===== config.mk =====
export PLATFORM = sky130hd
export DESIGN_NAME = dual_channel_torque_inhibit
export DESIGN_NICKNAME = d
export VERILOG_FILES = /design/src/design/torque_inhibit_pkg.sv /design/src/design/chan_filter_if.sv /design/src/design/chan_filter.sv /design/src/design/dual_channel_torque_inhibit.sv
export VERILOG_INCLUDE_DIRS = /design/src /design/src/design
export SDC_FILE = /design/constraint.sdc
export NUM_CORES = 1
export LEC_CHECK = 0
export BUFFER_PORTS_ARGS = -buffer_cell sky130_fd_sc_hd__buf_2
export CORE_AREA = 2 2 95 97
export DETAILED_ROUTE_END_ITERATION = 7
export DIE_AREA = 0 0 97 99
export PLACE_DENSITY = 0.54
export SLEW_MARGIN = 25
export SYNTH_ARGS = -nofsm -noshare
export SYNTH_HDL_FRONTEND = slang
export SYNTH_HIERARCHICAL = 1
export SYNTH_SLANG_ARGS = --single-unit

===== constraint.sdc =====
create_clock -name clk -period 5.1 [get_ports clk]
set_clock_uncertainty 0.2 [all_clocks]
set_input_delay 0 -clock clk [delete_from_list [all_inputs] [get_ports clk]]
set_output_delay 0 -clock clk [all_outputs]
set_load 0.05 [all_outputs]

===== src/design/torque_inhibit_regs.svh =====
// Timing constants of the dual-channel torque-inhibit monitor
`ifndef TORQUE_INHIBIT_REGS_SVH
`define TORQUE_INHIBIT_REGS_SVH
// Clock period in ns
`define TI_CLK_PERIOD_NS 100
// Longest test pulse that must be ignored, in ms
`define TI_TEST_PULSE_MS 2
// Time a channel must stay at a new level before it is acted on, in ms
`define TI_FILT_MS 6
// Mismatch fault detection times in ms: never below, nominal, always above
`define TI_MISMATCH_MIN_MS 1600
`define TI_MISMATCH_NOM_MS 2300
`define TI_MISMATCH_MAX_MS 3000
// Nanoseconds per millisecond
`define TI_NS_PER_MS 1000000
`endif


===== src/design/torque_inhibit_pkg.sv =====
// Types shared by the torque-inhibit monitor
package torque_inhibit_pkg;
    typedef enum logic [1:0] {
        ST_STOPPED,
        ST_RUNNING,
        ST_FAULT
    } drive_state_e;
endpackage


===== src/design/chan_filter_if.sv =====
// Carrier between a channel filter and the monitor core
`timescale 1ns/1ps
`default_nettype none
interface chan_filter_if;
    logic raw;
    logic filtered;
    modport filt (input raw, output filtered);
    modport user (output raw, input filtered);
endinterface
`default_nettype wire


===== src/design/chan_filter.sv =====
// Level filter for one inhibit channel input
`timescale 1ns/1ps
`default_nettype none
module chan_filter #(
    parameter int CYC = 60000
) (
    // Clock and reset
    input wire logic clk,
    input wire logic rst,
    // Channel
    chan_filter_if.filt ch
);
    localparam int CW = $clog2(CYC + 1);
    localparam logic [CW-1:0] LAST = CW'(CYC - 1);

    logic filt_r;
    logic filt_nxt;
    logic [CW-1:0] cnt_r;
    logic [CW-1:0] cnt_nxt;

    // Follow the raw level only once it has held for the whole window;
    // shorter test pulses never reach the count end
    always_comb begin
        filt_nxt = filt_r;
        cnt_nxt = '0;
        if (ch.raw != filt_r) begin
            if (cnt_r == LAST) begin
                filt_nxt = ch.raw;
            end else begin
                cnt_nxt = cnt_r + 1'b1;
            end
        end
    end

    // Filtered level resets low, so the drive starts inhibited
    always_ff @(posedge clk or posedge rst) begin
        if (rst) begin
            filt_r <= 1'b0;
            cnt_r <= '0;
        end else begin
            filt_r <= filt_nxt;
            cnt_r <= cnt_nxt;
        end
    end

    assign ch.filtered = filt_r;

    a_filt_fall_wait: assert property (@(posedge clk) disable iff (rst)
        $fell(filt_r) |-> $past(cnt_r) == LAST && !$past(ch.raw))
        else $error("filtered channel fell before the hold time");
    a_filt_pulse_gap: assert property (@(posedge clk) disable iff (rst)
        (filt_r && !ch.raw) ##1 ch.raw |=> filt_r)
        else $error("short low pulse reached the filtered channel");
endmodule
`default_nettype wire


===== src/design/dual_channel_torque_inhibit.sv =====
// Dual-channel torque-inhibit monitor with mismatch fault latch
`timescale 1ns/1ps
`default_nettype none
`include "torque_inhibit_regs.svh"
module dual_channel_torque_inhibit
    import torque_inhibit_pkg::*;
#(
    parameter int FILT_CYC = `TI_FILT_MS * (`TI_NS_PER_MS / `TI_CLK_PERIOD_NS),
    parameter int MIS_MIN_CYC = `TI_MISMATCH_MIN_MS * (`TI_NS_PER_MS / `TI_CLK_PERIOD_NS),
    parameter int MIS_NOM_CYC = `TI_MISMATCH_NOM_MS * (`TI_NS_PER_MS / `TI_CLK_PERIOD_NS),
    parameter int MIS_MAX_CYC = `TI_MISMATCH_MAX_MS * (`TI_NS_PER_MS / `TI_CLK_PERIOD_NS)
) (
    // Clock and power-on reset
    input wire logic clk,
    input wire logic rst,
    // Inhibit channel inputs, high means run permitted
    input wire logic inhibit_in_chan_a,
    input wire logic inhibit_in_chan_b,
    // Drive software and supply status
    input wire logic sw_run_req,
    input wire logic mains_present,
    // Drive control
    output var logic power_enable,
    output var logic drive_running,
    output var logic trip,
    output var logic fault_latched,
    // Isolated safe status output pair
    output var logic safe_status_out_pos,
    output var logic safe_status_out_neg
);
    import torque_inhibit_pkg::*;

    localparam int MW = $clog2(MIS_MAX_CYC + 1);
    localparam logic [MW-1:0] MIS_LAST = MW'(MIS_NOM_CYC - 1);
    // FILT_CYC must stay above the longest test pulse; nothing here enforces it

    // Channel filters
    chan_filter_if ch_a ();
    chan_filter_if ch_b ();
    assign ch_a.raw = inhibit_in_chan_a;
    assign ch_b.raw = inhibit_in_chan_b;

    chan_filter #(.CYC(FILT_CYC)) u_filt_a (
        .clk (clk),
        .rst (rst),
        .ch  (ch_a)
    );
    chan_filter #(.CYC(FILT_CYC)) u_filt_b (
        .clk (clk),
        .rst (rst),
        .ch  (ch_b)
    );

    logic fa;
    logic fb;
    assign fa = ch_a.filtered;
    assign fb = ch_b.filtered;

    // True when the two filtered channels disagree
    function automatic logic disagree(input logic a, input logic b);
        return a ^ b;
    endfunction

    // Mismatch timer
    logic [MW-1:0] mis_cnt_r;
    logic [MW-1:0] mis_cnt_nxt;
    logic mis_hit;

    // Count only while channels disagree; agreement restarts from zero
    // The fault fires at the nominal count, inside the min..max band
    always_comb begin
        mis_hit = 1'b0;
        mis_cnt_nxt = '0;
        if (disagree(fa, fb)) begin
            if (mis_cnt_r == MIS_LAST) begin
                mis_hit = 1'b1;
                mis_cnt_nxt = mis_cnt_r;
            end else begin
                mis_cnt_nxt = mis_cnt_r + 1'b1;
            end
        end
    end

    always_ff @(posedge clk or posedge rst) begin
        if (rst) begin
            mis_cnt_r <= '0;
        end else begin
            mis_cnt_r <= mis_cnt_nxt;
        end
    end

    // Drive state and outputs
    drive_state_e state_r;
    drive_state_e state_nxt;
    logic permit;
    logic trip_r;
    logic trip_nxt;
    logic pwr_r;
    logic pwr_nxt;
    logic status_r;
    logic status_nxt;
    logic fault_r;
    logic fault_nxt;
    logic status_neg_r;
    logic status_neg_nxt;

    // Hardware permit: software can never bypass it
    assign permit = fa && fb && (state_r != ST_FAULT);

    // Trip sets on a blocked start or a drop while running; it clears once
    // software withdraws the run request, and a new set wins over that clear
    always_comb begin
        state_nxt = state_r;
        trip_nxt = trip_r && sw_run_req;
        case (state_r)
            ST_STOPPED: begin
                if (sw_run_req) begin
                    if (permit) begin
                        state_nxt = ST_RUNNING;
                    end else begin
                        trip_nxt = 1'b1;
                    end
                end
            end
            ST_RUNNING: begin
                if (!permit) begin
                    state_nxt = ST_STOPPED;
                    trip_nxt = 1'b1;
                end else if (!sw_run_req) begin
                    state_nxt = ST_STOPPED;
                end
            end
            ST_FAULT: begin
                state_nxt = ST_FAULT; // Only a power cycle leaves
                if (sw_run_req) begin
                    trip_nxt = 1'b1;
                end
            end
            default: begin
                state_nxt = ST_FAULT;
            end
        endcase
        if (mis_hit) begin
            if (state_r == ST_RUNNING || sw_run_req) begin
                trip_nxt = 1'b1;
            end
            state_nxt = ST_FAULT;
        end
    end

    // Status depends on the channels and fault only, never on mains
    // Every output pin comes from a flop (power_enable and drive_running share pwr_r), so no decode glitch reaches a pin
    always_comb begin
        pwr_nxt = (state_nxt == ST_RUNNING);
        fault_nxt = (state_nxt == ST_FAULT);
        status_nxt = !fa && !fb && (state_nxt != ST_FAULT);
        status_neg_nxt = !status_nxt;
    end

    // Reset stands for full power removal, the only way out of the fault
    always_ff @(posedge clk or posedge rst) begin
        if (rst) begin
            state_r <= ST_STOPPED;
            trip_r <= 1'b0;
            pwr_r <= 1'b0;
            status_r <= 1'b0;
            fault_r <= 1'b0;
            status_neg_r <= 1'b1;
        end else begin
            state_r <= state_nxt;
            trip_r <= trip_nxt;
            pwr_r <= pwr_nxt;
            status_r <= status_nxt;
            fault_r <= fault_nxt;
            status_neg_r <= status_neg_nxt;
        end
    end

    assign power_enable = pwr_r;
    assign drive_running = pwr_r;
    assign trip = trip_r;
    assign fault_latched = fault_r;
    assign safe_status_out_pos = status_r;
    assign safe_status_out_neg = status_neg_r;

    // Checks
    a_run_needs_both: assert property (@(posedge clk) disable iff (rst)
        power_enable |-> $past(fa) && $past(fb) && !fault_latched)
        else $error("power enabled without both channels high");
    a_low_blocks_pwr: assert property (@(posedge clk) disable iff (rst)
        (!fa || !fb) |=> !power_enable)
        else $error("power enabled while a channel is low");
    a_blocked_start_trip: assert property (@(posedge clk) disable iff (rst)
        (state_r == ST_STOPPED && sw_run_req && !permit) |=> trip && !power_enable)
        else $error("blocked start did not trip");
    a_status_follows: assert property (@(posedge clk) disable iff (rst)
        !$past(rst) |-> safe_status_out_pos == (!$past(fa) && !$past(fb) && !fault_latched))
        else $error("status output does not match channels");
    a_status_no_mains: assert property (@(posedge clk) disable iff (rst)
        ($changed(mains_present) && $stable(fa) && $stable(fb) && !mis_hit)
        |=> $stable(safe_status_out_pos))
        else $error("status output moved with mains");
    a_fault_not_early: assert property (@(posedge clk) disable iff (rst)
        $rose(fault_latched) |-> $past(mis_cnt_r) == MIS_LAST
        && int'($past(mis_cnt_r)) >= MIS_MIN_CYC - 1)
        else $error("fault raised before minimum mismatch time");
    a_fault_by_max: assert property (@(posedge clk) disable iff (rst)
        mis_hit |=> fault_latched && ($past(mis_cnt_r) < MW'(MIS_MAX_CYC)))
        else $error("mismatch outlived maximum detection time");
    a_fault_sticky: assert property (@(posedge clk) disable iff (rst)
        fault_latched |=> (fault_latched && !power_enable) [*2])
        else $error("fault state was left without power cycle");
    a_mis_restart: assert property (@(posedge clk) disable iff (rst)
        (fa == fb) |=> mis_cnt_r == '0)
        else $error("mismatch timer kept counting after agreement");

    c_run: cover property (@(posedge clk) disable iff (rst) $rose(power_enable));
    c_trip_running: cover property (@(posedge clk) disable iff (rst)
        power_enable ##1 !power_enable && trip);
    c_fault: cover property (@(posedge clk) disable iff (rst) $rose(fault_latched));
    c_safe_state: cover property (@(posedge clk) disable iff (rst) $rose(safe_status_out_pos));
endmodule
`default_nettype wire


Word level (Yosys, flattened, before mapping):

Index checks and enable logic that the tools add are counted.

* register bits: 66
* latch bits: 0
* memory bits (writable): 0
* ROM bits: 0
* input port bits: 6
* output and inout bits: 6
* logic and storage cells: 59
* memories kept: 0

* add/sub/neg operators: 3
* multipliers: 0
* divide/modulo/power cells: 0
* magnitude comparators: 0
* equality and inequality tests: 12
* shift-type cells: 0
* mux-type cells: 20
* bitwise operators: 1
* reduce and logical (&&, ||, !) cells: 12

Operator list (number)
* $mux W16: 4
* $mux W25: 2
* $add A16 B1 Y16 const B: 2
* $eq A16 B16 Y1 const B: 2
* $add A25 B1 Y25 const B: 1
* $eq A25 B25 Y1 const B: 1
* $mux W2: 5
* $mux W1: 7
* $ne A2 B2 Y1 const B: 3
* $logic_and A1 B1 Y1: 5
* $eq A2 B1 Y1 const B: 2
* $eq A2 B2 Y1 const B: 2
* $pmux W2 S2: 1
* $reduce_and A2 Y1: 2
* $logic_not A1 Y1: 3
* $pmux W1 S3: 1
* $logic_not A2 Y1: 1
* $ne A1 B1 Y1: 2
* $logic_or A1 B1 Y1: 1
* $xor A1 B1 Y1: 1

Depth between registers and ports, before layout:

* depth after elaboration: 9
* mapped depth: 7
* depth with buffers taken out: 6

Cells and area by module:

The synthesis kept the hierarchy.

Modules (own cells, without submodules)
* chan_filter: instances 2, cells an instance 84, area an instance 849.6 µm², seq. area each 425.4 µm²
* dual_channel_torque_inhibit: instances 1, cells an instance 162, area an instance 1661.6 µm², seq. area each 802.0 µm²

Worst setup path before layout:

Ideal clock, no wire load.

* kind: reg2reg
* from: register mis_cnt_r[3]
* to: register mis_cnt_r[21]
* setup time: 0.119 ns
* arrival time: 1.704 ns
* required time: 4.781 ns
* setup slack: 3.077 ns
* cell stages (with the launch flop): 7
* path buffers: 1
* period minus slack after synthesis: 2.023 ns
* path through: dfrtp_1 nand4_2 or3_1 buf_2 or3_1 xnor2_1 and2_1

* word-level cells in the longest chain between the ends: 3
* elaborated cells on any way between the ends: 5
* those cells by class: 1 x add/sub; 2 x eq/ne; 2 x mux

Ends and longest elaborated chain
* start, declared: RTL line dual_channel_torque_inhibit.sv:65 `logic [MW-1:0] mis_cnt_r;`
* start signal, assigned: RTL line dual_channel_torque_inhibit.sv:88 `mis_cnt_r <= mis_cnt_nxt;`
* $add A25 B1 Y25: RTL line dual_channel_torque_inhibit.sv:79 `mis_cnt_nxt = mis_cnt_r + 1'b1;`
* $mux W25: RTL line dual_channel_torque_inhibit.sv:75 `if (mis_cnt_r == MIS_LAST) begin`
* $mux W25: RTL line dual_channel_torque_inhibit.sv:74 `if (disagree(fa, fb)) begin`

Several ways; a longest one is shown, not always the timed one. The select of a mux whose other input is x is not followed.
A chain may end at the register's enable or synchronous reset.

Worst setup path after layout:

* from: register mis_cnt_r[0]
* to: register state_r[0]

* word-level cells in the longest chain between the ends: 4

Ends and longest elaborated chain
* $eq A25 B25 Y1: RTL line dual_channel_torque_inhibit.sv:75
* $mux W1: RTL line dual_channel_torque_inhibit.sv:75
* $mux W1: RTL line dual_channel_torque_inhibit.sv:74
* $mux W2: RTL line dual_channel_torque_inhibit.sv:143 `if (mis_hit) begin`
* net state_nxt[0]: RTL line dual_channel_torque_inhibit.sv:94 `drive_state_e state_nxt;`
* end signal, assigned: RTL line dual_channel_torque_inhibit.sv:170 `state_r <= state_nxt;`
* end, declared: RTL line dual_channel_torque_inhibit.sv:93 `drive_state_e state_r;`

The timed path passes the listed nets, and every way through them passes these cells.

==> results.py <==
metrics = {
    "critical_path": {
        "timing.rr.start": "mis_cnt_r[0]",
        "crit_path_max_incr_delay_ns": 0.47,
        "startpoint_type": "flip-flop",
        "criticalPathCategory": "reg2reg",
        "ff2ff_path_depth": 6,
        "crit_arrival_ns": 2.51,
        "required_ns": 5.13,
        "cp-end-kind": "flip-flop",
        "cp_max_fo": 8,
        "rr_endpoint": "state_r[0]",
        "cp_slowest_cell": "nor4_2",
        "r2r_slack_ns": 2.62,
        "path_cells": "ha_1 > nand3_1 > nor4_2 > and2_1 > a21oi_2 > and3_1",
        "crit_path_start": "mis_cnt_r[0]",
        "crit_buf_inv": 0,
        "critPathTopFamily": "simple AND/OR/NAND/NOR gates",
    },
    "timing": {
        "worst_pin_slew_ns": 0.698,
        "maxSlewViolCount": 0,
        "rsz0062_at_grt": "no",
        "min_period_ns": 2.48,
        "fin_crit_sh_pct": 48.5,
        "relSlewSlack_pct": 53.1,
        "fin_tns_setup_ns": 0,
        "hold_viol_final": 0,
        "finalSetupViolCount": 0,
        "timing.hold.ws_ns": 0.112,
        "fmax_mhz": 404,
    },
    "yosys": {
        "synthTopCellsByArea": "dfrtp_1 48%, xnor2_1 8.9%, xor2_1 4.7%",
        "muxShareOfSynthArea_pct": 1.27,
        "synth_nets": 341,
        "yosys_register_bits": 66,
        "synth_simple_gate_area_share_pct": 27.5,
        "synth_cell_types": 38,
        "synth_top_area_cell": "dfrtp_1",
        "synthAdderAreaFrac_pct": 1.86,
        "synth_edf_count": 0,
        "synth_compound_area_share_pct": 2.38,
        "synth_top_family_by_area": "simple AND/OR/NAND/NOR gates",
        "syn_avg_cell_area_um2": 10.2,
        "syn_inst": 330,
        "synthFlopType": "dfrtp_1",
        "netlist_area_um2": 3360,
        "async_flop_share_pct": 100,
        "synth-xor-area-share_pct": 13.6,
        "ys.warnings.count": 6,
        "ys_seq_area_share_pct": 49.2,
        "synth_top_area_share_pct": 48.4,
    },
    "clock_network": {
        "cts_sinks": 66,
        "h-tree-depth": 3,
        "cts_tree": "done",
        "clk_path_buf_depth": 2,
        "clock_latency_ns": 0.34,
        "clk_pin_slew_ns": 0.07,
        "cts-buffers-inserted": 9,
        "root_buffer": "clkbuf_8",
    },
    "grt": {
        "grt_usage_pct": 13.9,
        "grt-ovfl-total": 0,
        "grt_max_degree": 33,
        "antenna_found_initial": 0,
        "grt_pass1_vias": 2281,
        "grt_pass1_wl_um": 10700,
    },
    "job": {
        "max_cap_viol_count": 0,
    },
    "power_and_ir_drop": {
        "leakage_uw": 0.00159,
        "switching_share_pct": 23.7,
        "combPwrFrac_pct": 3.5,
        "intPower_uw": 710,
        "p_per_area_nw_per_um2": 254,
        "pwr-share-seq_pct": 57.2,
        "total_power_uw": 930,
        "clkPwrFrac_pct": 39.2,
        "ir_drop_mv": 0.168,
        "switchingPower_uw": 220,
    },
    "outcome": {
        "status": "completed",
    },
    "floorplanning": {
        "initial_utilization_pct": 39.3,
        "rows": 34,
        "die_y_um": 99,
        "die_area_um2": 9600,
        "core_um2": 8550,
        "fp.dieW_um": 97,
        "ioPinCount": 12,
    },
    "layout": {
        "nets": 357,
        "diodes": 0,
        "fin_cells": 458,
        "drive_gt1_share_pct": 10.0,
        "area_delta_synth_final_pct": 8.97,
        "design_area_um2": 3660,
    },
    "placement": {
        "post-dp-hpwl_um": 3930,
        "place_area_um2": 3470,
        "gp_congestion": 0.748,
        "portBuffers": 10,
        "dp.cells": 439,
    },
    "detailed_routing": {
        "drc_errors": 0,
        "avgViaCountPerCell": 4.93,
        "ant_nets": 0,
        "drt_iter0_drc": 65,
        "vias": 2258,
        "wirelength_um": 5910,
        "dr.pass1.iters": 4,
        "wl_per_cell_um": 12.9,
    },
    "worst_hold_path": {
        "hp-class": "in2async",
    },
}
-- kinds of logic (layout without fill, tap and decap cells) --
logic type	Yosys count	after routing
AOI/OAI and AO/OA	12	12
xor gates and xnor gates	52	52
adders and majority gates	5	5
buffers and inverters	26	46
DFF	66	66
muxes	4	4
and+or+nand+nor	165	165
-- power groups by stage --
stage | registers, µW | clock network [µW] | logic, µW
after floorplan | 544 | 0 | 24.4
after CTS | 532 | 383 | 34.4
after global routing | 533 | 412 | 38.9
after detailed placement | 542 | 0 | 31.9
final | 532 | 365 | 32.9
after global placement | 543 | 0 | 31.9
-- state kept, by name (all words and copies together) (netlist names) --
register and cells:
mis_cnt_r 25, u_filt_a/cnt_r 16, u_filt_b/cnt_r 16, state_r 2, drive_running 1, fault_latched 1, safe_status_out_neg 1, safe_status_out_pos 1
trip 1, u_filt_a/ch.filtered 1, u_filt_b/ch.filtered 1
-- cell type report --
class,instances,area (µm²)
Multi-Input combinational cell,238,1560
Sequential cell,66,1650
Tap cell,108,135
Clock buffer,12,135
Fill cell,855,4890
Clock inverter,3,17.5
Timing Repair Buffer,15,97.6
Inverter,16,60.1
-- worst max-delay path by stage --
stage / endpoint / slack [ns] / depth (start not counted)
finish: state_r[0] / 2.62 / 6
CTS: state_r[0] / 2.60 / 6
detailed placement: state_r[0] / 2.61 / 6
floorplan: mis_cnt_r[21] / 3.08 / 6
global route: drive_running / 2.47 / 6
global placement: drive_running / 2.63 / 6
-- cells in the mapped netlist, types with 3 or more instances --
master / instances
and2_1: 25
and3_1: 4
and4_1: 6
clkbuf_1: 3
dfrtp_1: 65
ha_1: 5
inv_1: 16
nand2_1: 18
nand3_1: 16
nand4_1: 17
nor2_1: 36
nor3_1: 16
nor4_1: 8
nor4_2: 4
o21ai_0: 3
or3_1: 5
xnor2_1: 34
xor2_1: 18
-- metal layers --
layer  global-route usage [%]  routed length [µm]  share of wire (%)
met3                     5.53                 159                2.7
met2                     21.1                2640                 45
met5                        0                   0                  0
met1                     18.4                3060                 52
met4                     4.01                  59                1.0
-- stage by stage --
stage,setup WS [ns],utilization (%)
after CTS,2.60,42.8
after global placement,2.63,40.6
after global routing,2.47,42.8
after detailed placement,2.61,40.6
after floorplan,3.08,-
final,2.62,42.8
-- tightest hold or removal path, cell delays in order --
cell and delay [ns]:
dlygate4sd3_1 0.52, buf_2 0.14, inv_1 0.05, buf_4 0.36
-- timing repair --
action	CTS	global route
hold buffers	4	0
setup endpoints to repair	0	0
gates resized for setup	0	0
hold endpoints to repair	73	0
setup buffers	0	0
-- layout by cell type (no fill, tap or decap), drive strengths merged, types with 2 or more instances in the layout --
cell type    count
dfrtp           65
nor2            36
xnor2           34
and2            25
nand2           18
xor2            18
nand4           18
nand3           16
inv             16
nor3            16
clkbuf          12
nor4            12
buf             11
and4             6
or3              5
ha               5
and3             4
dlygate4sd3      4
o21ai            3
a21oi            3
mux2i            2
a21boi           2
o21a             2
clkinv           2
or4b             2
or3b             2
or2              2
mux2             2
(Power assumes the default switching activity.)
